File: src/include/olsm_pkg.sv
package olsm_pkg;

    // ********************************
    // Register map (word byte addresses)
    // ********************************
    localparam logic [3:0] OLSM_ADDR_CHAN_CFG = 4'h0;
    localparam logic [3:0] OLSM_ADDR_GEN_CFG = 4'h4;
    localparam logic [3:0] OLSM_ADDR_OC_CFG = 4'h8;
    localparam logic [3:0] OLSM_ADDR_FAULT = 4'hc;
    localparam logic [3:0] OLSM_ADDR_STATUS = 4'h0;

    // ********************************
    // Field positions
    // ********************************
    localparam int OLSM_CC_DIR_DIS = 5;
    localparam int OLSM_CC_OS_DIS = 6;
    localparam int OLSM_CC_OLOFF_DIS = 7;
    localparam int OLSM_CC_OPEN_LOAD_ON_DISABLE = 8;
    localparam int OLSM_CC_PWM_EN = 0;
    localparam int OLSM_CC_FAST_SLEW = 1;
    localparam int OLSM_GC_SEL0 = 0;
    localparam int OLSM_GC_SEL1 = 1;
    localparam int OLSM_GC_TH_EN = 2;
    localparam int OLSM_OC_RATIO = 0;
    localparam int OLSM_FR_OPEN_LOAD_ON_FAULT = 0;
    localparam int OLSM_FR_OLOFF = 1;
    localparam int OLSM_FR_OS = 2;

    // ********************************
    // Reset values
    // ********************************
    localparam logic [8:0] OLSM_CHAN_CFG_RST = 9'h000;
    localparam logic [2:0] OLSM_GEN_CFG_RST = 3'h0;
    localparam logic OLSM_OC_CFG_RST = 1'b0;

    // ********************************
    // Timing
    // ********************************
    localparam int OLSM_CLK_HZ = 10_000_000;
    localparam int OLSM_OLED_PERIOD_MS = 150;
    localparam int OLSM_OLED_CYCLES = OLSM_CLK_HZ / 1000 * OLSM_OLED_PERIOD_MS;
    localparam int OLSM_SETTLE_NS = 2000;
    localparam int OLSM_SETTLE_CYCLES = (OLSM_SETTLE_NS + 99) / 100;

    // ********************************
    // Sense routing
    // ********************************
    typedef enum logic [1:0] {
        OLSM_SNS_OFF = 2'b00,
        OLSM_SNS_CH0 = 2'b01,
        OLSM_SNS_CH1 = 2'b10,
        OLSM_SNS_TEMP = 2'b11
    } olsm_sns_t;

    typedef enum logic [1:0] {
        OLSM_SV_IDLE = 2'b00,
        OLSM_SV_SETTLE = 2'b01,
        OLSM_SV_VALID = 2'b10
    } olsm_sv_t;

endpackage

File: src/olsm_top.sv
// Notes on behaviour
// - High ratio: continuous open-load check while on
// - Open load: fault pin low, bit set, stay on
// - Fault pin returns high; bit stays set
// - High ratio, off read clears bit
// - High ratio, on read clears if cause gone
// - Low ratio: periodic checks, fast slew only
// - Internal PWM low ratio: check every 150 ms
// - Check at first turn-off after 150 ms
// - Direct input low ratio: check each turn-off
// - Direct low ratio: clear after clean check read
// - Sense select bits route channel or temperature
// - Overcurrent window: sensing off, valid pin high
// - Track-hold bit 0: synchronous, nothing after off
// - Track-hold bit 1: hold value after turn-off
// - Valid pin low after settling until switch-off
// - Ratio bit picks ratio, lowers overcurrent threshold
// - Disable bits stop each detection individually
//
// Chosen here: the address map and the Avalon-MM interface to the registers.
module olsm_top
    import olsm_pkg::*;
#(
    parameter int OLED_CYCLES = olsm_pkg::OLSM_OLED_CYCLES
) (
    input wire logic sys_clk,
    input wire logic rst_n,
    input wire logic clk_en,
    input wire logic [3:0] avs_address,
    input wire logic avs_read,
    input wire logic avs_write,
    input wire logic [31:0] avs_writedata,
    input wire logic [3:0] avs_byteenable,
    output logic [31:0] avs_readdata,
    output logic avs_waitrequest,
    input wire logic channel_on_in,
    input wire logic pwm_on_in,
    input wire logic load_low_in,
    input wire logic out_high_off_in,
    input wire logic oc_window_in,
    output logic channel_on,
    output logic fault_status_out_n,
    output logic sense_valid_n,
    output logic [1:0] sense_route,
    output logic sense_hold,
    output logic sense_enable,
    output logic low_ratio_sel,
    output logic os_check_en,
    output logic oloff_check_en
);
    import olsm_pkg::*;

    // ********************************
    // Pin synchronisers
    // ********************************
    logic in_s, pwm_s, low_s, offh_s, oc_s;
    olsm_sync u_s0 (.sys_clk(sys_clk), .rst_n(rst_n), .clk_en(clk_en), .din(channel_on_in),
        .dout(in_s));
    olsm_sync u_s1 (.sys_clk(sys_clk), .rst_n(rst_n), .clk_en(clk_en), .din(pwm_on_in),
        .dout(pwm_s));
    olsm_sync u_s2 (.sys_clk(sys_clk), .rst_n(rst_n), .clk_en(clk_en), .din(load_low_in),
        .dout(low_s));
    olsm_sync u_s3 (.sys_clk(sys_clk), .rst_n(rst_n), .clk_en(clk_en), .din(out_high_off_in),
        .dout(offh_s));
    olsm_sync u_s4 (.sys_clk(sys_clk), .rst_n(rst_n), .clk_en(clk_en), .din(oc_window_in),
        .dout(oc_s));

    // ********************************
    // Registers
    // ********************************
    logic [8:0] cc_r;
    logic [2:0] gc_r;
    logic oc_r;
    logic open_load_on_fault_r, oloff_r, os_r;
    logic ack_r;
    logic on_d_r;
    logic [31:0] tmr_r;
    logic armed_r;
    logic clean_r;
    logic off_seen_r;
    olsm_sv_t sv_r;
    logic [7:0] settle_r;

    // ********************************
    // Decode
    // ********************************
    wire access = (avs_read | avs_write) & clk_en;
    wire wr_go = avs_write & ack_r & clk_en;
    wire rd_go = avs_read & ack_r & clk_en;
    wire fault_rd = rd_go & (avs_address == OLSM_ADDR_FAULT);
    wire sel_cc = avs_address == OLSM_ADDR_CHAN_CFG;
    wire sel_gc = avs_address == OLSM_ADDR_GEN_CFG;
    wire sel_oc = avs_address == OLSM_ADDR_OC_CFG;
    wire low_mode = oc_r;
    wire dir_dis = cc_r[OLSM_CC_DIR_DIS];
    wire use_pwm = cc_r[OLSM_CC_PWM_EN] | dir_dis;
    wire open_load_on_disable = cc_r[OLSM_CC_OPEN_LOAD_ON_DISABLE];
    wire on_now = use_pwm ? pwm_s : in_s;
    wire turn_off = on_d_r & ~on_now;
    wire turn_on = ~on_d_r & on_now;
    wire fast = cc_r[OLSM_CC_FAST_SLEW];

    // High ratio: continuous compare while on
    wire hi_det = ~low_mode & on_now & low_s & ~open_load_on_disable;
    // Low ratio periodic event, fast slew only
    // Internal source held fully on still gets its periodic
    wire pwm_evt = armed_r & (turn_off | (on_now & ~off_seen_r));
    wire lo_evt = low_mode & fast & ~open_load_on_disable & (use_pwm ? pwm_evt : turn_off);
    wire lo_det = lo_evt & low_s;
    wire os_det = ~on_now & offh_s & ~cc_r[OLSM_CC_OS_DIS];
    wire oloff_det = ~on_now & offh_s & ~cc_r[OLSM_CC_OLOFF_DIS];

    // Clear conditions; a fresh detection wins over the clear
    wire clr_hi = ~low_mode & (~on_now | ~low_s);
    wire clr_lo = low_mode & (use_pwm ? ~low_s : clean_r);
    wire open_load_on_fault_clr = fault_rd & (clr_hi | clr_lo);
    wire open_load_on_fault_set = hi_det | lo_det;

    assign avs_waitrequest = access & ~ack_r;

    // ********************************
    // Bus and configuration
    // ********************************
    always_ff @(posedge sys_clk) begin
        if (!rst_n) begin
            ack_r <= 1'b0;
            cc_r <= OLSM_CHAN_CFG_RST;
            gc_r <= OLSM_GEN_CFG_RST;
            oc_r <= OLSM_OC_CFG_RST;
            avs_readdata <= 32'h0;
        end else if (clk_en) begin
            ack_r <= access & ~ack_r;
            if (wr_go & sel_cc & avs_byteenable[0])
                cc_r[7:0] <= avs_writedata[7:0];
            if (wr_go & sel_cc & avs_byteenable[1])
                cc_r[8] <= avs_writedata[8];
            if (wr_go & sel_gc & avs_byteenable[0])
                gc_r <= avs_writedata[2:0];
            if (wr_go & sel_oc & avs_byteenable[0])
                oc_r <= avs_writedata[0];
            if (access & ~ack_r & avs_read) begin
                case (avs_address)
                    OLSM_ADDR_CHAN_CFG: avs_readdata <= {23'h0, cc_r};
                    OLSM_ADDR_GEN_CFG: avs_readdata <= {29'h0, gc_r};
                    OLSM_ADDR_OC_CFG: avs_readdata <= {31'h0, oc_r};
                    OLSM_ADDR_FAULT: avs_readdata <= {28'h0, on_now, os_r, oloff_r, open_load_on_fault_r};
                    default: avs_readdata <= 32'h0;
                endcase
            end
        end
    end

    // ********************************
    // Fault bits and periodic timer
    // ********************************
    always_ff @(posedge sys_clk) begin
        if (!rst_n) begin
            open_load_on_fault_r <= 1'b0;
            oloff_r <= 1'b0;
            os_r <= 1'b0;
            on_d_r <= 1'b0;
            tmr_r <= 32'h0;
            armed_r <= 1'b0;
            clean_r <= 1'b0;
            off_seen_r <= 1'b0;
        end else if (clk_en) begin
            on_d_r <= on_now;
            // No turn-off since the last check means full duty
            if (lo_evt)
                off_seen_r <= 1'b0;
            else if (turn_off)
                off_seen_r <= 1'b1;
            if (open_load_on_fault_set)
                open_load_on_fault_r <= 1'b1;
            else if (open_load_on_fault_clr)
                open_load_on_fault_r <= 1'b0;
            if (oloff_det)
                oloff_r <= 1'b1;
            else if (fault_rd)
                oloff_r <= 1'b0;
            if (os_det)
                os_r <= 1'b1;
            else if (fault_rd)
                os_r <= 1'b0;
            if (lo_evt)
                clean_r <= ~low_s;
            else if (fault_rd)
                clean_r <= 1'b0;
            if (lo_evt) begin
                tmr_r <= 32'h0;
                armed_r <= 1'b0;
            end else if (tmr_r >= 32'(OLED_CYCLES - 1)) begin
                armed_r <= 1'b1;
            end else begin
                tmr_r <= tmr_r + 32'h1;
            end
        end
    end

    // ********************************
    // Sense valid sequencing
    // ********************************
    always_ff @(posedge sys_clk) begin
        if (!rst_n) begin
            sv_r <= OLSM_SV_IDLE;
            settle_r <= 8'h0;
        end else if (clk_en) begin
            case (sv_r)
                OLSM_SV_IDLE: begin
                    settle_r <= 8'h0;
                    if (turn_on)
                        sv_r <= OLSM_SV_SETTLE;
                end
                OLSM_SV_SETTLE: begin
                    if (~on_now)
                        sv_r <= OLSM_SV_IDLE;
                    else if (settle_r >= 8'(OLSM_SETTLE_CYCLES - 1))
                        sv_r <= OLSM_SV_VALID;
                    else
                        settle_r <= settle_r + 8'h1;
                end
                OLSM_SV_VALID: begin
                    if (~on_now)
                        sv_r <= OLSM_SV_IDLE;
                end
                default: sv_r <= OLSM_SV_IDLE;
            endcase
        end
    end

    // ********************************
    // Outputs
    // ********************************
    always_ff @(posedge sys_clk) begin
        if (!rst_n) begin
            fault_status_out_n <= 1'b1;
            sense_valid_n <= 1'b1;
            sense_enable <= 1'b0;
            sense_route <= 2'h0;
            sense_hold <= 1'b0;
            channel_on <= 1'b0;
            low_ratio_sel <= 1'b0;
            os_check_en <= 1'b0;
            oloff_check_en <= 1'b0;
        end else if (clk_en) begin
            // Real-time cause, not the latched bit, drives the pin
            fault_status_out_n <= ~(hi_det | lo_det | os_det | oloff_det);
            sense_valid_n <= ~((sv_r == OLSM_SV_VALID) & on_now & ~oc_s);
            sense_route <= {gc_r[OLSM_GC_SEL1], gc_r[OLSM_GC_SEL0]};
            // Track-hold keeps the output alive after off
            sense_enable <= ~oc_s & (on_now | gc_r[OLSM_GC_TH_EN]);
            sense_hold <= gc_r[OLSM_GC_TH_EN] & ~on_now;
            channel_on <= on_now; // Open load never turns the channel off
            low_ratio_sel <= low_mode;
            os_check_en <= ~cc_r[OLSM_CC_OS_DIS];
            oloff_check_en <= ~cc_r[OLSM_CC_OLOFF_DIS];
        end
    end
endmodule // olsm_top

File: src/olsm_sync.sv
module olsm_sync (
    input wire logic sys_clk,
    input wire logic rst_n,
    input wire logic clk_en,
    input wire logic din,
    output logic dout
);
    // ********************************
    // Two-stage synchroniser
    // ********************************
    logic meta_r;

    always_ff @(posedge sys_clk) begin
        if (!rst_n) begin
            meta_r <= 1'b0;
            dout <= 1'b0;
        end else if (clk_en) begin
            meta_r <= din;
            dout <= meta_r;
        end
    end
endmodule // olsm_sync

File: config.mk
export PLATFORM = sky130hd
export DESIGN_NAME = olsm_top
export DESIGN_NICKNAME = d
export VERILOG_FILES = /design/src/include/olsm_pkg.sv /design/src/olsm_top.sv /design/src/olsm_sync.sv
export SDC_FILE = /design/constraint.sdc
export NUM_CORES = 1
export LEC_CHECK = 0
export BUFFER_PORTS_ARGS = -buffer_cell sky130_fd_sc_hd__buf_2
export CAP_MARGIN = 20
export CORE_UTILIZATION = 42
export CTS_CLUSTER_DIAMETER = 30
export DETAILED_ROUTE_END_ITERATION = 7
export PLACE_DENSITY = 0.7
export SETUP_SLACK_MARGIN = 0.2
export SYNTH_ARGS = -nofsm -noshare
export SYNTH_HDL_FRONTEND = slang
export SYNTH_SLANG_ARGS = --single-unit
export TNS_END_PERCENT = 5
File: constraint.sdc
create_clock -name sys_clk -period 2.2 [get_ports sys_clk]
set_input_delay 0.22 -clock sys_clk [delete_from_list [all_inputs] [get_ports sys_clk]]
set_output_delay 0.22 -clock sys_clk [all_outputs]
set_load 0.03 [all_outputs]
* Word-level counts from Yosys, hierarchy flattened
Index checks and enable logic that the tools add are counted.
** Operators by class
- Magnitude comparators :: 2
- Muxes and demuxes :: 24
- Shift-type cells :: 0
- Reductions and logical operators :: 23
- $mul :: 0
- Div/mod/pow operators :: 0
- Eq/ne operators :: 11
- Add/sub/neg operators :: 2
- Bitwise gates (word level) :: 57
** Operators with widths (number)
- $mux W32 :: 2
- $and A1 B1 Y1 :: 36
- $pmux W9 S4 :: 1
- $add A32 B1 Y32 const B :: 1
- $ge A32 B21 Y1 const B :: 1
- $reduce_and A2 Y1 :: 12
- $mux W8 :: 2
- $pmux W8 S2 :: 1
- $reduce_bool A2 Y1 :: 7
- $mux W1 :: 13
- $not A1 Y1 :: 12
- $ne A2 B2 Y1 const B :: 5
- $or A1 B1 Y1 :: 9
- $add A8 B1 Y8 const B :: 1
- $eq A4 B4 Y1 const B :: 2
- $ge A8 B5 Y1 const B :: 1
- $mux W2 :: 4
- $reduce_and A4 Y1 :: 2
- $pmux W2 S3 :: 1
- $eq A4 B3 Y1 const B :: 1
- $logic_not A4 Y1 :: 1
- $ne A3 B3 Y1 const B :: 1
- $eq A2 B1 Y1 const B :: 1
- $eq A2 B2 Y1 const B :: 1
- $logic_not A2 Y1 :: 1
** Storage, ports and cells
- Bits in latches :: 0
- Flip-flop bits (word level) :: 114
- Memories kept :: 0
- ROM bits :: 0
- Bits of input ports :: 50
- Memory bits (writable) :: 0
- Output and inout bits :: 43

* Longest topological paths before layout
Gate-level depths: netlist of run 1.
- Word-level depth :: 13
- Gate-level depth with buffers :: 8

* Cells and area by module
A second synthesis of run 1 with hierarchy kept.
** Second synthesis, totals
- Cell total of the unflattened synthesis :: 447
- Area total of the unflattened synthesis :: 4141.5 µm²
** Modules (own cells, without submodules)
- olsm_top :: cells each 417, seq. area each 1621.6 µm², instances 1, area an instance 3778.6 µm²
- olsm_sync :: cells each 6, seq. area each 40.0 µm², instances 5, area an instance 72.6 µm²

* Least setup slack after synthesis of run 1
No wires, ideal clock.
- Path type :: register -> register
- Start :: register, netlist name channel_on
- End :: register tmr_r[15]
- Required time :: 2141 ps
- Arrival time :: 1907 ps
- Path slack :: 233 ps
- Library setup time :: 59 ps
- Cell stages (with the launch flop) :: 7
- Path buffers :: 0
- Path through :: dfxtp_1 -> nor4b_1 -> a31oi_1 -> nor3b_4 -> nor2_1 -> or4_1 -> nand2_1
** RTL lines
- end signal, assigned :: RTL line olsm_top.sv:195 : tmr_r <= tmr_r + 32'h1;
- end, declared :: RTL line olsm_top.sv:77 : logic [31:0] tmr_r;

==> qor.txt, run 1 <==
Status - finished, final reports clean
Max Clk Rate - 0.501 GHz
WHS Path Cells - 3
Maximum clock path buffer count - 2
# rows - 35
Slowest cell delay on critical path - 0.51 ns
Routability cong. - 0.853
Layout area overhead - 17.9%
Main synth FF type - dfxtp_1
Largest net degree at the start of global routing - 55
Post-route ant nets - 0
Min-Delay Path Class - input pin to flip-flop
Die ar. - 0.0102 mm^2
CTS Buf Count - 9
Post-route worst setup slack - 0.203 ns
Avg Cell Area, Syn - 9.28 um^2
GR Overflow Total - 0
Clock Latency Late Sink - 0.36 ns
Worst Skew - 0.0146 ns
Number of synthesis warnings - 0
Die height - 101 um
CTS root buffer - clkbuf_8
Crit Path Class - flip-flop to flip-flop
Sequential area share after synthesis - 44.4%
Overall power - 3.13 mW
Cell variety after synth - 52
First-pass GRT wire length - 13.9 mm
CP top delay family - simple AND/OR/NAND/NOR gates
DRT Pass-1 Iters - 4
DRC errors left - 0
PortBufs - 44
First-iteration detailed-routing DRC count - 130
Crit-path cells - or2_2 -> a31oi_4 -> nor3b_4 -> buf_6 -> buf_4 -> nand2b_4 -> or4_1 -> nand2_1
Slew Viols, Final - 0
Period minus WS final - 2.00 ns
Required time of the critical path - 2.52 ns
CTS tree - yes
WP buf/inv - 2
CTS clk-pin slew, worst paths - 0.10 ns
R2R cell count - 8
Critical Path Source Type - flip-flop
Worst path slowest cell - or4_1
Met2 GRT Util - 28.4%
Via Count - 3204
Final wirelength - 8.57 mm
Ys async rst share - 0%
Arr. time, crit path - 2.31 ns
Drt wl/cell - 13.4 um
Syn Inst Count - 442
RSZ-0062 raised after global routing - true
Met1 Track Usage GR - 22.7%
Layout cells sized above 1 - 22.0%
Vias per cell - 5.03
CP Capture Type - flip-flop
Pre-CTS setup slack - 0.0788 ns
Sink Count - 91
Busiest grt layer - met2
R2r endpoint - tmr_r[15]
Area share of the leading cell type in the synthesized netlist - 44.4%
Number of global-route vias before repair - 2952
Antenna diodes - 0
Power density over the cells - 647 mW/mm^2
DP HPWL - 5.81 mm
Post-synth EDFFs - 0
Leading cell type in the layout, fill and taps excluded - dfxtp_1
GRT Util Overall - 17.2%
Register-to-register setup slack - 0.20 ns
Max cap viols - 0
Synth top area cells - dfxtp_1 (44%), mux2i_1 (7.8%), nor2b_1 (6.1%)
Met3 GRT Util - 3.74%
Final nets - 555
Setup TNS - 0 ns
Core area - 0.00937 mm^2
Hold EP - u_s2.meta_r
Worst-path fanout max - 6
Die span in x - 101 um
Synth area leader - dfxtp_1
Pleak - 1.98 nW
Fillers - 882
Initial antenna violation count - 0
Htree depth - 3
Final setup viols - 0
Hold Fails Final Rpt - 0
Hold_sp - load_low_in
Seq cells post-synth - 91
Fin crit share - 90.8%
Placed cell area - 0.00444 mm^2
Worst VDD drop - 0.360 mV
I/O Pins - 93
Starting Density - 43.8%
Worst r2r src - channel_on
Post-Syn Area - 0.00410 mm^2
Most frequent cells in the layout - dfxtp_1 (84), buf_2 (45), nor2b_1 (39)
Design area - 0.00484 mm^2
sequential cells by signal, indices dropped and copies added (netlist names), 2 cells and up:
register / count
avs_readdata: 9
cc_r: 9
gc_r: 3
sense_route: 2
settle_r: 8
sv_r: 2
tmr_r: 32
per-stage QoR:
step | hold WS, ns | util (%) | instances
6_report | 0.109 | 51.6 | 637
5_1_grt | 0.105 | 51.6 | 637
4_1_cts | 0.102 | 50.6 | 633
3_5_place_dp | 0.448 | 47.3 | 610
3_3_place_gp | 0.443 | 47.3 | 610
2_1_floorplan | 0.386 | - | 464
synth_stat cells, types with 4 or more instances:
cell type / number
o211ai_1: 8
a22oi_1: 9
mux2i_1: 32
and2_1: 18
nand4_1: 9
o21a_1: 4
a21boi_0: 4
buf_2: 4
nor3_1: 11
a21oi_1: 5
inv_1: 5
nor2_1: 31
and3_1: 4
xor2_1: 14
nand3_1: 12
nor3b_1: 5
clkbuf_1: 16
o21ai_0: 21
dfxtp_1: 91
nand2_1: 22
nand2b_1: 5
buf_4: 23
a31oi_1: 4
nor2b_1: 40
logic make-up after synthesis:
group / share of synthesized area [%]
xor+xnor: 3.63
compound gates: 11.9
buf+inv: 6.71
fa+ha+maj: 0.610
other cells: 0.0914
mux: 8.36
flops: 44.4
simple gates: 24.3
worst max path at each step:
stage                     from   endpoint  slack, ns  depth (start not counted)
floorplan           channel_on  tmr_r[15]       0.23                          6
global placement       cc_r[0]  tmr_r[18]       0.10                          6
detailed placement     cc_r[0]  tmr_r[18]       0.08                          6
CTS                   tmr_r[5]   tmr_r[4]       0.18                          7
global route          tmr_r[6]   tmr_r[6]       0.11                          7
finish              channel_on  tmr_r[15]       0.20                          8
what timing repair did:
action / CTS / global route
resized for setup: 14 / 18
buffers inserted: 6 / 3
pin swaps: 5 / 11
hold buffers: 0 / 0
cloned: 1 / 1
setup endpoints to repair: 16 / 39
layer usage:
| layer | vias to the layer above | share of wire [%] |
|---|---|---|
| li1 | 1621 | - |
| met1 | 1502 | 48 |
| met2 | 72 | 47 |
| met3 | 9 | 3.8 |
| met4 | 0 | 0.86 |
| met5 | - | 0 |
final cells by class:
cell class / instances / area, um^2 / area share [%]
multi-input combinational: 324 / 2160 / 44.7
sequential: 91 / 1840 / 38.0
timing repair buffer: 72 / 447 / 9.23
tap: 129 / 161 / 3.34
clock buffer: 10 / 138 / 2.85
clock inverter: 6 / 70.1 / 1.45
inverter: 5 / 18.8 / 0.388
report_power, final:
group	total, mW	switching, mW	internal (mW)	leakage, nW
Sequential	1.68	0.0168	1.66	0.740
Clock	1.19	0.623	0.569	0.108
Combinational	0.256	0.164	0.0920	1.13
Total	3.13	0.803	2.33	1.98
worst reg2reg max path, delay by kind of cell (launching register included):
| kind | cells | cell delay [ns] |
|---|---|---|
| AOI/OAI and AO/OA | 1 | 0.22 |
| DFF | 1 | 0.35 |
| and+or+nand+nor | 5 | 1.12 |
| buffers and inverters | 2 | 0.27 |
Note: power is estimated with default switching activity, not from simulation.
==> run 2, diff against run 1 <==
--- a/config.mk
+++ b/config.mk
@@ -11,6 +11,7 @@
 export CTS_CLUSTER_DIAMETER = 30
 export DETAILED_ROUTE_END_ITERATION = 7
 export PLACE_DENSITY = 0.7
+export REMOVE_ABC_BUFFERS = 1
 export SETUP_SLACK_MARGIN = 0.2
 export SYNTH_ARGS = -nofsm -noshare
 export SYNTH_HDL_FRONTEND = slang
==> run 2 against run 1 <==
  * Cell count shrank 0.47%
  * Wire length fell by 2.2%
  * Critical path type unchanged
  * Via count about the same
  * Largest power group unchanged
==> qor.txt, run 2 (synthesis gave the netlist of run 1 again) <==
Final nets - 552 (-0.54%)
Hold buffer count at cts - 0 (unchanged)
Fillers - 904 (+2.5%)
Routability cong. - 0.822 (-3.5%)
Drt wl/cell - 13.2 um (-1.7%)
Max Clk Rate - 0.511 GHz (+1.9%)
Met2 GRT Util - 29.6% (+1.2 points)
Arr. time, crit path - 2.26 ns (-0.05 ns)
Number of global-route vias before repair - 3088 (+4.6%)
DP HPWL - 5.93 mm (+2.0%)
Most frequent cells in the layout - dfxtp_1 (84), buf_2 (44), nor2b_1 (40)
Pleak - 1.93 nW (-2.4%)
Hold_sp - avs_writedata[3]
Htree depth - 3 (unchanged)
First-pass GRT wire length - 14.1 mm (+1.5%)
DRT Pass-1 Iters - 5 (+1)
Layout cells sized above 1 - 20.6% (-1.5 points)
Required time of the critical path - 2.50 ns (-0.02 ns)
Die span in x - 101 um (unchanged)
Rel. slew slack - 66.4%
Initial antenna violation count - 0 (unchanged)
Status - finished, final reports clean
Post-route worst setup slack - 0.241 ns (+0.0380 ns)
Die ar. - 0.0102 mm^2 (unchanged)
Antenna diodes - 0 (unchanged)
Slew Viols, Final - 0 (unchanged)
Largest net degree at the start of global routing - 52 (-5.5%)
# rows - 35 (unchanged)
CTS Buf Count - 9 (unchanged)
Crit Path Class - flip-flop to flip-flop
Busiest grt layer - met2
DRC errors left - 0 (unchanged)
Crit path from - channel_on
PortBufs - 44 (unchanged)
First-iteration detailed-routing DRC count - 144 (+11%)
Slew @ Worst Pin - 0.501 ns
Core area - 0.00937 mm^2 (unchanged)
Max cap viols - 0 (unchanged)
Register-to-register setup slack - 0.24 ns (+0.04 ns)
CTS clk-pin slew, worst paths - 0.10 ns (about the same)
Worst-path fanout max - 6 (unchanged)
Layout area overhead - 15.7%
Worst VDD drop - 0.541 mV (+50%)
Sink Count - 91 (unchanged)
Hold Fails Final Rpt - 0 (unchanged)
Period minus WS final - 1.96 ns (-0.0380 ns)
Final wirelength - 8.38 mm (-2.2%)
CTS tree - yes
Overall power - 2.96 mW (-5.3%)
Met1 Track Usage GR - 22.1% (-0.59 points)
Post-route ant nets - 0 (unchanged)
Largest register FFs - 32 (unchanged)
GR Overflow Total - 0 (unchanged)
Largest Register - tmr_r
Critical Path Source Type - flip-flop
Via Count - 3207 (+0.094%)
Power density over the cells - 625 mW/mm^2 (-3.4%)
CP Capture Type - flip-flop
Clock Latency Late Sink - 0.36 ns (about the same)
Pre-CTS setup slack - 0.138 ns (+0.0588 ns)
Min-Delay Path Class - input pin to flip-flop
Die height - 101 um (unchanged)
GRT Util Overall - 17.5% (+0.30 points)
I/O Pins - 93 (unchanged)
Maximum clock path buffer count - 2 (unchanged)
Final setup viols - 0 (unchanged)
Largest registers - tmr_r: 32 flops, avs_readdata: 9 flops, cc_r: 9 flops
Starting Density - 43.8% (unchanged)
RSZ-0062 raised after global routing - true
Met3 GRT Util - 4.79% (+1.0 points)
Vias per cell - 5.06 (+0.57%)
CTS root buffer - clkbuf_8
Worst r2r src - channel_on
Leading cell type in the layout, fill and taps excluded - dfxtp_1
Fin crit share - 89.0% (-1.7 points)
Worst Skew - 0.0143 ns (-0.000245 ns)
==> run 2: cell type report <==
cell class                 count  area, um^2  share of cell area, %
timing repair buffer          69         419                   8.83
tap                          129         161                   3.40
sequential                    91        1840                   38.7
clock inverter                 6        46.3                  0.976
clock buffer                  10         128                   2.69
inverter                       5        18.8                  0.396
multi-input combinational    324        2130                   45.0
==> run 2: critical path, stage by stage (launching register included) <==
cell	delay, ns
dfxtp_2	0.36
or2_2	0.32
a31oi_4	0.21
nor3b_4	0.06
buf_6	0.13
nand2b_2	0.21
or4_1	0.52
nand2_1	0.08
==> run 2: stage by stage <==
stage / util, % / cells / area (um^2) / hold slack [ns] / TNS, ns
finish: 50.6 / 634 / 4740 / 0.105 / 0
global route: 50.6 / 634 / 4740 / 0.0975 / 0
CTS: 50.1 / 631 / 4690 / 0.0863 / 0
detailed placement: 47.4 / 611 / 4440 / 0.446 / 0
global placement: 47.4 / 611 / 4440 / 0.442 / 0
floorplan: - / 420 / 3930 / 0.282 / -0.181
==> run 2: power breakdown <==
part,internal (mW),switching (mW),total (mW)
Clock,0.421,0.610,1.03
Sequential,1.67,0.0183,1.68
Combinational,0.0868,0.161,0.248
==> run 2: per-layer routing <==
| layer | vias up | wire [um] |
|---|---|---|
| met5 | - | 0 |
| met4 | 0 | 68 |
| met3 | 7 | 304 |
| met2 | 53 | 4030 |
| met1 | 1525 | 3970 |
| li1 | 1622 | - |
==> run 2: path summary, 6_finish.rpt <==
path	depth (start not counted)	to
setup / recovery	7	tmr_r[15]
hold / removal	3	cc_r[3]
setup reg to reg	7	tmr_r[15]
hold reg to reg	1	tmr_r[27]
==> run 2: timing repair <==
action | 4_1_cts | 5_1_grt
pin swaps | 4 | 8
setup buffers | 4 | 2
gates cloned | 0 | 1
setup endpoints to repair | 20 | 35
gates resized for setup | 10 | 16
==> run 3, diff against run 2 <==
==> constraint.sdc (replaced) <==
create_clock -name sys_clk -period 2.1 [get_ports sys_clk]
set_input_delay 0.21 -clock sys_clk [delete_from_list [all_inputs] [get_ports sys_clk]]
set_output_delay 0.21 -clock sys_clk [all_outputs]
set_load 0.03 [all_outputs]
==> run 3 against run 2 <==
  * Setup slack lost 0.19 ns
  * Critical path depth grew 1
  * Count of clock-buffer cells in the layout shrank 1
  * Sequential share of layout area shrank 1.0 points
  * Critical endpoint is now tmr_r[3]
  * Largest cell class unchanged
  * Highest routed layer unchanged
==> qor.txt, run 3 (synthesis gave the netlist of run 1 again) <==
Status - finished, final reports clean
CP Capture Type - flip-flop
Vias per cell - 5.03 (-0.51%)
Period minus WS final - 2.05 ns (+0.0863 ns)
Hold Fails Final Rpt - 0 (unchanged)
Starting Density - 43.8% (unchanged)
Largest Register - tmr_r
# rows - 35 (unchanged)
Leading cell type in the layout, fill and taps excluded - dfxtp_1
DRT Pass-1 Iters - 4 (-1)
Largest registers - tmr_r: 32 flops, avs_readdata: 9 flops, cc_r: 9 flops
Post-route worst setup slack - 0.0549 ns (-0.186 ns)
Most frequent cells in the layout - dfxtp_1 (86), buf_2 (44), nor2b_1 (40)
PortBufs - 44 (unchanged)
CTS clk-pin slew, worst paths - 0.10 ns (about the same)
CTS tree - yes
GRT Util Overall - 17.4% (-0.18 points)
Pleak - 2.00 nW (+3.4%)
Worst VDD drop - 0.308 mV (-43%)
DP HPWL - 6.00 mm (+1.1%)
CTS root buffer - clkbuf_8
First-pass GRT wire length - 14.0 mm (-0.49%)
Power density over the cells - 641 mW/mm^2 (+2.7%)
Crit path from - tmr_r[6]
Drt wl/cell - 13.2 um (+0.19%)
Clock Latency Late Sink - 0.35 ns (about the same)
RSZ-0062 raised after global routing - true
Final nets - 565 (+2.4%)
Layout area overhead - 18.2%
Htree depth - 3 (unchanged)
Slew Viols, Final - 0 (unchanged)
Hold_sp - out_high_off_in
Largest net degree at the start of global routing - 52 (unchanged)
Crit Path Class - flip-flop to flip-flop
Routability cong. - 0.830 (+0.99%)
DRC errors left - 0 (unchanged)
Crit-path cells - or3b_4 -> o211ai_1 -> a211oi_2 -> buf_4 -> buf_6 -> o2111ai_2 -> xor2_1 -> nor2_1
CTS Buf Count - 9 (unchanged)
Sink Count - 91 (unchanged)
Critical Path Source Type - flip-flop
Pre-CTS setup slack - 0.0581 ns (-0.0794 ns)
Antenna diodes - 0 (unchanged)
Worst-path fanout max - 5 (-1)
Arr. time, crit path - 2.29 ns (+0.03 ns)
Initial antenna violation count - 0 (unchanged)
Hold buffer count at cts - 0 (unchanged)
Worst path slowest cell - or3b_4
Final wirelength - 8.56 mm (+2.2%)
Required time of the critical path - 2.34 ns (-0.16 ns)
Core area - 0.00937 mm^2 (unchanged)
Die span in x - 101 um (unchanged)
Fin crit share - 97.4% (+8.4 points)
Worst r2r src - tmr_r[6]
GR Overflow Total - 0 (unchanged)
Worst Skew - 0.0118 ns (-0.00253 ns)
Post-route ant nets - 0 (unchanged)
Max Clk Rate - 0.489 GHz (-4.2%)
Final setup viols - 0 (unchanged)
Largest register FFs - 32 (unchanged)
Slowest cell delay on critical path - 0.39 ns (-0.13 ns)
Layout cells sized above 1 - 23.0% (+2.4 points)
Number of global-route vias before repair - 3019 (-2.2%)
Die height - 101 um (unchanged)
Die ar. - 0.0102 mm^2 (unchanged)
Maximum clock path buffer count - 2 (unchanged)
Overall power - 3.11 mW (+5.0%)
First-iteration detailed-routing DRC count - 129 (-10%)
Min-Delay Path Class - input pin to flip-flop
Via Count - 3256 (+1.5%)
Max cap viols - 0 (unchanged)
I/O Pins - 93 (unchanged)
run 3: worst paths after layout:
| path | to | slack, ns | cells past startpoint |
|---|---|---|---|
| worst max-delay path | tmr_r[3] | 0.05 | 8 |
| worst min-delay path | u_s3.meta_r | 0.11 | 3 |
| worst max register to register | tmr_r[3] | 0.05 | 8 |
| worst min register to register | tmr_r[24] | 0.46 | 1 |
run 3: what timing repair did:
item | CTS | global route
pin swaps | 10 | 6
gates cloned | 1 | 0
setup endpoints to repair | 23 | 37
buffers inserted | 6 | 2
gates resized for setup | 16 | 9
run 3: area by class of cell:
type	count	area, um^2
well taps	129	161
fillers	874	4520
clock inverters	7	51.3
flip-flops and latches	91	1830
multi-input cells	324	2150
inverters	5	18.8
clock buffers	9	124
repair buffers	82	517
run 3: metal layers:
| metal | wire, um | share of wire, % | vias to the layer above | global-route usage, % |
|---|---|---|---|---|
| met4 | 102 | 1.2 | 0 | 6.58 |
| met3 | 252 | 2.9 | 9 | 2.91 |
| met5 | 0 | 0 | - | 0 |
| met1 | 4100 | 48 | 1557 | 22.8 |
| met2 | 4110 | 48 | 50 | 28.5 |
| li1 | - | - | 1640 | - |
run 3: per-stage QoR:
stage	std cells	hold WS [ns]	util, %	TNS [ns]	cell area [um^2]
3_3_place_gp	622	0.443	48.3	0	4530
3_5_place_dp	622	0.447	48.3	0	4530
6_report	647	0.106	51.7	0	4850
4_1_cts	645	0.0971	51.2	0	4800
5_1_grt	647	0.102	51.7	-0.148	4850
2_1_floorplan	420	0.272	-	-0.891	3930
run 3: power breakdown:
| part | switching, mW | total (mW) | internal, mW |
|---|---|---|---|
| combinational | 0.176 | 0.278 | 0.101 |
| sequential | 0.0149 | 1.76 | 1.75 |
| clock | 0.634 | 1.07 | 0.436 |
run 3: worst max-delay path, delay by kind of cell, from the launching register on:
family / cells / cell delay [ns]
simple gates: 2 / 0.44
compound gates: 3 / 0.65
buf+inv: 2 / 0.31
xor+xnor: 1 / 0.18
flops: 1 / 0.35
